==> config.mk <==
export PLATFORM = sky130hd
export DESIGN_NAME = fbms_master_status
export DESIGN_NICKNAME = d
export VERILOG_FILES = /design/src/logic/fbms_pkg.sv /design/src/logic/fbms_slave_track.sv /design/src/logic/fbms_indicator.sv /design/src/logic/fbms_master_status.sv
export SDC_FILE = /design/constraint.sdc
export NUM_CORES = 1
export LEC_CHECK = 0
export ABC_CLOCK_PERIOD_IN_PS = 4050
export BUFFER_PORTS_ARGS = -buffer_cell sky130_fd_sc_hd__buf_4
export CORE_ASPECT_RATIO = 0.9
export CORE_MARGIN = 8
export CORE_UTILIZATION = 58
export CTS_BUF_LIST = sky130_fd_sc_hd__clkbuf_16
export DETAILED_ROUTE_END_ITERATION = 16
export PLACE_DENSITY = 0.81
export SYNTH_ARGS = -nofsm -noshare
export SYNTH_HDL_FRONTEND = slang
export SYNTH_SLANG_ARGS = --single-unit
==> constraint.sdc <==
create_clock -name sys_clk -period 4.05 [get_ports sys_clk]
set_clock_uncertainty 0.15 [all_clocks]
set_input_delay 0.2025 -clock sys_clk [delete_from_list [all_inputs] [get_ports sys_clk]]
set_output_delay 0.2025 -clock sys_clk [all_outputs]
set_load 0.02 [all_outputs]
==> src/logic/fbms_pkg.sv <==
// Functional notes
// Active flag sets on participation, stays set
// Active flag zero until slave first participates
// Error flag sets on withdrawal, clears on rejoin
// Error flag zero when normal or never joined
// All flags cleared at power-on and restart
// Stop mode halts I/O on any error; the code stops only on a slave withdrawal error, not on a verification error
// 8-node mode status at offsets 8, 9
// 16-node mode status at offsets 16 to 19
// Status block base 2000 plus unit times 10
// Config block base 20000 plus unit times 100
// Disconnection lights run, comm error; restart policy
// Verification error lights run, comm error, send
// Unit number fault lights host error only
// I/O enabled after startup and active flag
// Host keeps first ten config words reserved
// Status words read-only to the host
//
// Shared constants and carrier types of the fieldbus master status block.
// Assumes a 16-bit word-addressed host memory port in the sys_clk domain.
package fbms_pkg;

	localparam int unsigned NODES = 16;
	localparam int unsigned WORD_W = 16;
	localparam int unsigned ADDR_W = 16;

	// Block bases and strides, word addresses
	localparam logic [15:0] STATUS_BASE = 16'h07d0;
	localparam logic [15:0] STATUS_STRIDE = 16'h000a;
	localparam logic [15:0] CONFIG_BASE = 16'h4e20;
	localparam logic [15:0] CONFIG_STRIDE = 16'h0064;
	localparam logic [6:0] UNIT_MAX = 7'h5f;

	// Status word offsets
	localparam logic [15:0] OFS_OUT_LO8 = 16'h0008;
	localparam logic [15:0] OFS_IN_LO8 = 16'h0009;
	localparam logic [15:0] OFS_OUT_LO16 = 16'h0010;
	localparam logic [15:0] OFS_IN_LO16 = 16'h0011;
	localparam logic [15:0] OFS_OUT_HI16 = 16'h0012;
	localparam logic [15:0] OFS_IN_HI16 = 16'h0013;

	// Configuration and diagnostic word offsets
	localparam logic [15:0] OFS_CFG_CTRL = 16'h0000;
	localparam logic [15:0] OFS_CFG_FLAGS = 16'h0004;
	localparam logic [15:0] OFS_CFG_STOPNODE = 16'h0005;
	localparam logic [15:0] CFG_WORDS = 16'h000a;

	// Control word fields
	localparam int unsigned CTRL_STOP_MODE_BIT = 0;
	localparam int unsigned CTRL_REG_EN_BIT = 1;
	localparam logic [15:0] CTRL_RESET = 16'h0000;

	// Diagnostic flag word fields
	localparam int unsigned FLG_MISSING_BIT = 8;
	localparam int unsigned FLG_UNREG_BIT = 9;
	localparam int unsigned FLG_STOPPED_BIT = 10;
	localparam int unsigned FLG_ERROR_BIT = 15;
	localparam int unsigned STOP_TYPE_BIT = 15;

	localparam logic [15:0] STATUS_RESET = 16'h0000;

	typedef struct packed {
		logic [NODES-1:0] err;
		logic [NODES-1:0] act;
	} fbms_flags_s;

	typedef struct packed {
		logic run;
		logic host_err;
		logic comm_err;
		logic send;
	} fbms_ind_s;

endpackage

==> src/logic/fbms_slave_track.sv <==
// Per-slave active and communications-error flags for one slave direction.
// Assumes part[] is a level from the link engine, high while a slave answers.
`timescale 1ns/1ps
module fbms_slave_track import fbms_pkg::*; (
	input wire logic sys_clk, // System clock
	input wire logic rst, // Async reset, high
	input wire logic clr, // Unit restart, one cycle
	input wire logic node16, // 16-node addressing mode
	input wire logic [NODES-1:0] part, // Slave participating now
	output fbms_flags_s flags // Registered flags
);

	fbms_flags_s flags_r;
	fbms_flags_s flags_nxt;
	logic [NODES-1:0] usable;

	// Upper slaves are not addressable in 8-node mode
	assign usable = node16 ? {NODES{1'b1}} : {{(NODES/2){1'b0}}, {(NODES/2){1'b1}}};

	always_comb begin
		flags_nxt = flags_r;
		if (clr) begin
			// restart clears flags
			flags_nxt = '0;
		end else begin
			for (int i = 0; i < NODES; i++) begin
				// sticky active flag
				flags_nxt.act[i] = flags_r.act[i] | (part[i] & usable[i]);
				// error only after a withdrawal
				flags_nxt.err[i] = flags_r.act[i] & usable[i] & ~part[i];
			end
		end
	end

	always_ff @(posedge sys_clk or posedge rst) begin
		// power-on clear
		if (rst) begin
			flags_r <= '0;
		end else begin
			flags_r <= flags_nxt;
		end
	end

	assign flags = flags_r;

endmodule // fbms_slave_track

==> src/logic/fbms_indicator.sv <==
// Front-panel indicator decode from the unit's error classes.
// Assumes error inputs are levels from the same clock domain.
`timescale 1ns/1ps
module fbms_indicator import fbms_pkg::*; (
	input wire logic sys_clk, // System clock
	input wire logic rst, // Async reset, high
	input wire logic unit_err, // Unit number duplicated or out of range
	input wire logic comm_err, // Any slave withdrawn, or stopped
	input wire logic verif_err, // Missing or unregistered slave
	input wire logic link_ok, // Remote I/O running
	output fbms_ind_s ind // Registered indicator levels
);

	fbms_ind_s ind_r;
	fbms_ind_s ind_nxt;

	always_comb begin
		ind_nxt = '0;
		if (unit_err) begin
			// host error only, run dark
			ind_nxt.host_err = 1'b1;
		end else if (verif_err) begin
			// run, comm error and send
			ind_nxt.run = 1'b1;
			ind_nxt.comm_err = 1'b1;
			ind_nxt.send = 1'b1;
		end else if (comm_err) begin
			// run and comm error
			ind_nxt.run = 1'b1;
			ind_nxt.comm_err = 1'b1;
		end else begin
			ind_nxt.run = 1'b1;
			ind_nxt.send = link_ok;
		end
	end

	always_ff @(posedge sys_clk or posedge rst) begin
		if (rst) begin
			ind_r <= '0;
		end else begin
			ind_r <= ind_nxt;
		end
	end

	assign ind = ind_r;

endmodule // fbms_indicator

==> src/logic/fbms_master_status.sv <==
// Fieldbus master status unit: slave flag tracking, status and diagnostic
// words on the host word port, communications-stop control and indicators.
// Assumes the host port and all slave levels are synchronous to sys_clk.
`timescale 1ns/1ps
module fbms_master_status import fbms_pkg::*; (
	input wire logic sys_clk, // 25 MHz system clock
	input wire logic rst, // Async reset, high (power-on)
	input wire logic unit_restart, // Unit restart request, one cycle
	input wire logic [6:0] unit_num, // Unit number switch
	input wire logic unit_dup, // Another unit uses this number
	input wire logic node16, // 16-node addressing mode switch
	input wire logic startup_done, // Link startup finished
	input wire logic [NODES-1:0] out_part, // Output slave participating
	input wire logic [NODES-1:0] in_part, // Input slave participating
	input wire logic verif_missing, // Registered slave missing
	input wire logic verif_unreg, // Unregistered slave seen
	input wire logic [ADDR_W-1:0] host_addr, // Host word address
	input wire logic host_rd, // Host read strobe
	input wire logic host_wr, // Host write strobe
	input wire logic [WORD_W-1:0] host_wdata, // Host write data
	output logic [WORD_W-1:0] host_rdata, // Read data, registered
	output logic host_ack, // Access answered, one cycle
	output logic [NODES-1:0] out_io_en, // Output slave data enabled
	output logic [NODES-1:0] in_io_en, // Input slave data enabled
	output logic comm_halt, // Remote I/O halted
	output logic link_restart, // Automatic link restart, one cycle
	output logic run_indicator, // Run lamp
	output logic host_error_indicator, // Host error lamp
	output logic comm_error_indicator, // Communications error lamp
	output logic send_indicator // Send lamp
);

	typedef struct packed {
		logic started;
		logic stopped;
		logic [7:0] stop_node;
		logic stop_in;
		logic unreg_seen;
		logic miss_q;
		logic any_err_q;
		logic [WORD_W-1:0] ctrl;
		logic [WORD_W-1:0] rdata;
		logic ack;
		logic restart;
	} fbms_main_s;

	fbms_main_s st_r;
	fbms_main_s st_nxt;
	fbms_flags_s out_flags;
	fbms_flags_s in_flags;
	fbms_ind_s ind;
	logic [ADDR_W-1:0] status_base;
	logic [ADDR_W-1:0] config_base;
	logic [ADDR_W-1:0] status_ofs;
	logic [ADDR_W-1:0] config_ofs;
	logic in_status;
	logic in_config;
	logic unit_err;
	logic any_out_err;
	logic any_in_err;
	logic any_err;
	logic verif_err;
	logic stop_mode;
	logic [WORD_W-1:0] diag_flags;
	logic [WORD_W-1:0] rd_word;
	logic rd_hit;
	logic io_gate;
	logic lamp_comm;
	logic lamp_link;

	// One status word: error flags high byte, active flags low byte
	function automatic logic [WORD_W-1:0] pack_status(input fbms_flags_s f, input logic upper);
		logic [7:0] a;
		logic [7:0] e;
		a = upper ? f.act[15:8] : f.act[7:0];
		e = upper ? f.err[15:8] : f.err[7:0];
		return {e, a};
	endfunction

	// Lowest slave index with an error, for the stop record
	function automatic logic [7:0] first_set(input logic [NODES-1:0] v);
		logic [7:0] idx;
		idx = 8'h00;
		// Walk downwards so the lowest index is left last
		for (int i = NODES - 1; i >= 0; i--) begin
			if (v[i]) begin
				idx = 8'(i);
			end
		end
		return idx;
	endfunction

	fbms_slave_track u_out_track (
		.sys_clk(sys_clk),
		.rst(rst),
		.clr(unit_restart),
		.node16(node16),
		.part(out_part),
		.flags(out_flags)
	);

	fbms_slave_track u_in_track (
		.sys_clk(sys_clk),
		.rst(rst),
		.clr(unit_restart),
		.node16(node16),
		.part(in_part),
		.flags(in_flags)
	);

	// status block base
	assign status_base = STATUS_BASE + 16'(unit_num) * STATUS_STRIDE;
	// config block base
	assign config_base = CONFIG_BASE + 16'(unit_num) * CONFIG_STRIDE;
	assign status_ofs = host_addr - status_base;
	assign config_ofs = host_addr - config_base;
	// Offsets wrap high below the base, so the upper compare alone rejects them
	assign in_status = (host_addr >= status_base) && (status_ofs <= OFS_IN_HI16);
	assign in_config = (host_addr >= config_base) && (config_ofs < CFG_WORDS);

	// unit number fault
	assign unit_err = unit_dup || (unit_num > UNIT_MAX);
	assign any_out_err = |out_flags.err;
	assign any_in_err = |in_flags.err;
	assign any_err = any_out_err | any_in_err;
	assign stop_mode = st_r.ctrl[CTRL_STOP_MODE_BIT];
	assign verif_err = st_r.ctrl[CTRL_REG_EN_BIT] & (verif_missing | st_r.unreg_seen);

	always_comb begin
		diag_flags = '0;
		diag_flags[FLG_MISSING_BIT] = st_r.ctrl[CTRL_REG_EN_BIT] & verif_missing;
		diag_flags[FLG_UNREG_BIT] = st_r.ctrl[CTRL_REG_EN_BIT] & st_r.unreg_seen;
		diag_flags[FLG_STOPPED_BIT] = st_r.stopped;
		// Summary bit follows the three cause bits
		diag_flags[FLG_ERROR_BIT] = |diag_flags[FLG_STOPPED_BIT:FLG_MISSING_BIT];
	end

	// Read decode; offsets per addressing mode
	always_comb begin
		rd_word = '0;
		rd_hit = 1'b0;
		if (in_status) begin
			// Upper slave words answer only in 16-node mode
			if (!node16) begin
				// R7 8-node layout
				case (status_ofs)
					OFS_OUT_LO8: begin
						rd_word = pack_status(out_flags, 1'b0);
						rd_hit = 1'b1;
					end
					OFS_IN_LO8: begin
						rd_word = pack_status(in_flags, 1'b0);
						rd_hit = 1'b1;
					end
					default: rd_hit = 1'b0;
				endcase
			end else begin
				// R8 16-node layout
				case (status_ofs)
					OFS_OUT_LO16: begin
						rd_word = pack_status(out_flags, 1'b0);
						rd_hit = 1'b1;
					end
					OFS_IN_LO16: begin
						rd_word = pack_status(in_flags, 1'b0);
						rd_hit = 1'b1;
					end
					OFS_OUT_HI16: begin
						rd_word = pack_status(out_flags, 1'b1);
						rd_hit = 1'b1;
					end
					OFS_IN_HI16: begin
						rd_word = pack_status(in_flags, 1'b1);
						rd_hit = 1'b1;
					end
					default: rd_hit = 1'b0;
				endcase
			end
		end else if (in_config) begin
			rd_hit = 1'b1;
			case (config_ofs)
				OFS_CFG_CTRL: rd_word = st_r.ctrl;
				OFS_CFG_FLAGS: rd_word = diag_flags;
				OFS_CFG_STOPNODE: begin
					rd_word[7:0] = st_r.stop_node;
					rd_word[STOP_TYPE_BIT] = st_r.stop_in;
				end
				// Other words of the block read as zero
				default: rd_word = '0;
			endcase
		end
	end

	always_comb begin
		st_nxt = st_r;
		st_nxt.ack = 1'b0;
		st_nxt.restart = 1'b0;
		// Edge detectors for the restart triggers
		st_nxt.miss_q = verif_missing;
		st_nxt.any_err_q = any_err;
		// Read wins if both strobes come together; rdata holds until next read
		if (host_rd) begin
			st_nxt.rdata = rd_word;
			st_nxt.ack = rd_hit;
		end else if (host_wr) begin
			// status words ignore writes
			// Unmapped words get no ack at all
			st_nxt.ack = in_config | rd_hit;
			// host owns only the control word here
			if (in_config && config_ofs == OFS_CFG_CTRL) begin
				st_nxt.ctrl = host_wdata;
			end
		end
		// Startup refused while the unit number is bad
		if (startup_done && !unit_err) begin
			st_nxt.started = 1'b1;
		end
		// Unregistered slave latches until restart
		if (verif_unreg) begin
			st_nxt.unreg_seen = 1'b1;
		end
		// stop mode halts on first error
		if (stop_mode && any_err && !st_r.stopped) begin
			st_nxt.stopped = 1'b1;
			st_nxt.stop_in = ~any_out_err;
			st_nxt.stop_node = any_out_err ? first_set(out_flags.err) : first_set(in_flags.err);
		end
		// normal mode restarts by itself
		if (!stop_mode && any_err && !st_r.any_err_q) begin
			st_nxt.restart = 1'b1;
		end
		// missing slave back, restart
		if (st_r.miss_q && !verif_missing && !st_r.unreg_seen) begin
			st_nxt.restart = 1'b1;
		end
		// unit restart clears latched state
		// Restart wins over every trigger above
		if (unit_restart) begin
			st_nxt.started = 1'b0;
			st_nxt.stopped = 1'b0;
			st_nxt.stop_node = '0;
			st_nxt.stop_in = 1'b0;
			st_nxt.unreg_seen = 1'b0;
			st_nxt.restart = 1'b0;
		end
	end

	// Power-on state; only this clears the control word
	always_ff @(posedge sys_clk or posedge rst) begin
		if (rst) begin
			st_r <= '{
				started: 1'b0,
				stopped: 1'b0,
				stop_node: 8'h00,
				stop_in: 1'b0,
				unreg_seen: 1'b0,
				miss_q: 1'b0,
				any_err_q: 1'b0,
				ctrl: CTRL_RESET,
				rdata: STATUS_RESET,
				ack: 1'b0,
				restart: 1'b0
			};
		end else begin
			st_r <= st_nxt;
		end
	end

	// Halt keeps the comm lamp lit after the flags clear
	assign lamp_comm = any_err | st_r.stopped;
	assign lamp_link = st_r.started & ~st_r.stopped;

	fbms_indicator u_ind (
		.sys_clk(sys_clk),
		.rst(rst),
		.unit_err(unit_err),
		.comm_err(lamp_comm),
		.verif_err(verif_err),
		.link_ok(lamp_link),
		.ind(ind)
	);

	// halted link holds data exchange off
	assign comm_halt = st_r.stopped | unit_err;
	// data only after startup and activity
	assign io_gate = st_r.started & ~comm_halt;

	generate
		for (genvar g = 0; g < NODES; g++) begin : g_io_en
			assign out_io_en[g] = io_gate & out_flags.act[g];
			assign in_io_en[g] = io_gate & in_flags.act[g];
		end
	endgenerate
	assign link_restart = st_r.restart;
	assign host_rdata = st_r.rdata;
	assign host_ack = st_r.ack;
	assign run_indicator = ind.run;
	assign host_error_indicator = ind.host_err;
	assign comm_error_indicator = ind.comm_err;
	assign send_indicator = ind.send;

endmodule // fbms_master_status

==> results.md <==
* Failing checks: negative hold slack, negative setup slack
* Placement Rows at ~40
* Slew margin rel. at 0.292
* Most frequent cells after synthesis: nor2_1, dfrtp_1, ha_1
* Worst slew pin tran at 1060 ps
* Initial Util at 0.593
* Area Overhead vs Synth at 36.3%
* Layout cells sized above 1 at 0.312
* Die Wd at 142 µm
* Top_reg_cell synth: dfrtp_1
* GP Congestion at 0.929
* Cell area after layout at 11300 µm²
* Max Fclk at 194 MHz
* Status: complete, but fails checks
* Port Buffers at 135
* Post-synthesis async set-or-reset flop share at 1.00
* CTS buffer count at 9
* Place WS at -1590 ps
* P_leak at ~5.3 nW
* Share of the synthesized area in the top cell type at 0.337
* Cell taking the most area after synthesis: dfrtp_1
* Initial DRC count at 870
* Nature of the critical path endpoint: flip-flop
* Req. time, crit path at 4140 ps
* Count of cell types in the netlist at 67
* EDFF count, synth at 0
* CP Capture Point: st_r[18]
* Post-Layout Cell Count at about 1400
* Die area at around 18000 µm²
* Chip Height at about 130 µm
* Final Max Tran Viols at 0
* H-tree depth at 3
* Drt total wl at between 20000 and 30000 µm
* CTS tree: built
* Net count after synthesis at approximately 1000
* Worst Reg-to-Reg Cells at 10
* Crit Path Class: in2reg
* Yosys reg bits at approximately 110
* Final Util at 0.809
* CP max FO at 12
* Setup ws final at -1120 ps
* Period utilisation layout at 1.28
* YS warnings at 0
* Worst-path clk slew at 70 ps
* CTS max path bufs at 2
* Clock Latency Late Sink at 360 ps
* Fill count at 873
* Worst hold margin at -13.7 ps
* Core area at 14000 µm²
* Final setup viols at 33
* Nets@finish at 1310
* Vias/cell at between 6 and 7
* Count of maximum capacitance violations at 0
* Post-route ant nets at 0
* Final TNS setup at -33300 ps
* Detailed placement HPWL at approximately 19000 µm
* Placed cells at between 1000 and 1500
* Vias in the first global route at about 8300
* Unrepaired setup endpoints after global routing: yes
* Final Power at 4.32 mW
* Post-Syn Area at approximately 8300 µm²
* Reg2reg setup slack at 1050 ps
* Placed Area at 10200 µm²
* DRC at 0
* Gr usage total at 0.301
* Ports at 136
* Remaining Overflow, GRT at 0
* Count leader, synth: nor2_1
* Final hold vios at 1
* Hold WC Path Type: in2reg
* Routed len/inst at ~20 µm
* DRT Pass-1 Iters at 5
* Startpoint Class: primary input
* Area contributors post-synth: dfrtp_1, ha_1, nor2_1
* PwrDens at between 300 and 400 nW/µm²
* CTS sink cnt at 112
* Terminus of the critical flop-to-flop path: st_r[39]
* Mapped Cells at 894
* Initial antenna violation count at 2
* Hold Path Stages at 3
* Synth Area per Inst at 9.29 µm²
* First-pass GRT wire length at approximately 44000 µm
* Critical path origin: unit_num[3]
* Seq. cell area at about 2800 µm²
* VDD IR max at roughly 0.26 mV
* Vias post-DR at around 8200
* Footprint of the multi-input gates at between 5000 and 6000 µm²
* Reg-to-reg startpoint: u_out_track.flags[19]
* Largest net degree at the start of global routing at 59
* Fin crit period at between 5000 and 6000 ps
* Root buffer cell: clkbuf_16
* Post-synthesis sequential area ratio at 0.337
* Worst path arrival time at between 5000 and 6000 ps
==> registers in the layout, indices dropped and copies added (netlist names) <==
register / flops
diag_flags: 1
link_restart: 1
host_rdata: 16
u_ind.ind: 4
u_out_track.flags: 32
u_in_track.flags: 32
host_ack: 1
st_r: 25
==> cell type report <==
| type | count | area share |
|---|---|---|
| diodes | 1 | 0.000221 |
| clock buffers | 9 | 0.0199 |
| clock inverters | 7 | 0.00475 |
| inverters | 50 | 0.0168 |
| multi-input cells | 678 | 0.469 |
| flip-flops and latches | 112 | 0.247 |
| well taps | 193 | 0.0213 |
| repair buffers | 309 | 0.221 |
==> placed cells by master, fill, tap and decap left out, drive strengths merged, types with 33 or more instances in the layout <==
cell           n
inv           53
a21oi         59
buf          257
o21ai         35
nor3b         33
dfrtp        112
nor2         115
dlygate4sd3   52
ha            64
and2          35
==> kinds of logic after synthesis <==
group / synth area share
multiplexers: 0.0955
AO/OA/AOI/OAI: 0.160
flip-flops: 0.337
AND/OR/NAND/NOR: 0.213
buffers and inverters: 0.0580
XOR/XNOR: 0.0274
adder cells (fa/ha/maj): 0.108
==> critical path: stages <==
cell      delay (ps)
buf_8            100
ha_4             270
ha_4             200
fa_1             580
ha_4             220
a21o_1           170
a21oi_2          210
o21bai_1         100
a21oi_2          170
xnor2_2          100
or3_1            390
nand2_2          100
ha_4             210
a21o_1           200
a21oi_2          160
nor3b_2           60
or4_1            490
nor4_2           180
o211ai_1         120
and4bb_4         370
nand4_4          130
buf_12           220
mux2_4           300
==> where the power goes <==
group | internal, mW | switching (mW) | leakage [nW]
sequential | 1.15 | 0.0486 | 1.51
combinational | 1.14 | 1.12 | 3.67
clock | 0.425 | 0.430 | 0.141
total | 2.72 | 1.60 | 5.32
==> metal layers <==
metal	vias up	part of all wire	global-route usage
met2	512	0.45	0.480
met3	72	0.10	0.0739
li1	3763	-	-
met1	3884	0.42	0.399
met5	-	0	0
met4	0	0.026	0.0883
==> timing repair <==
action / CTS / global route
endpoints found under the setup margin: 33 / 33
buffers inserted: 6 / 5
gates resized for setup: 24 / 33
pin swaps: 7 / 24
hold endpoints to repair: 105 / 0
hold buffers: 52 / 0
gates cloned: 1 / 1
==> worst min path at each step <==
stage / start / end
6_report: host_wr / host_ack
5_1_grt: host_wr / host_ack
4_1_cts: host_wr / host_ack
3_5_place_dp: rst / u_in_track.flags[14]
3_3_place_gp: rst / u_in_track.flags[14]
2_1_floorplan: verif_missing / st_r[35]
Note: power is estimated with default switching activity, not from simulation.
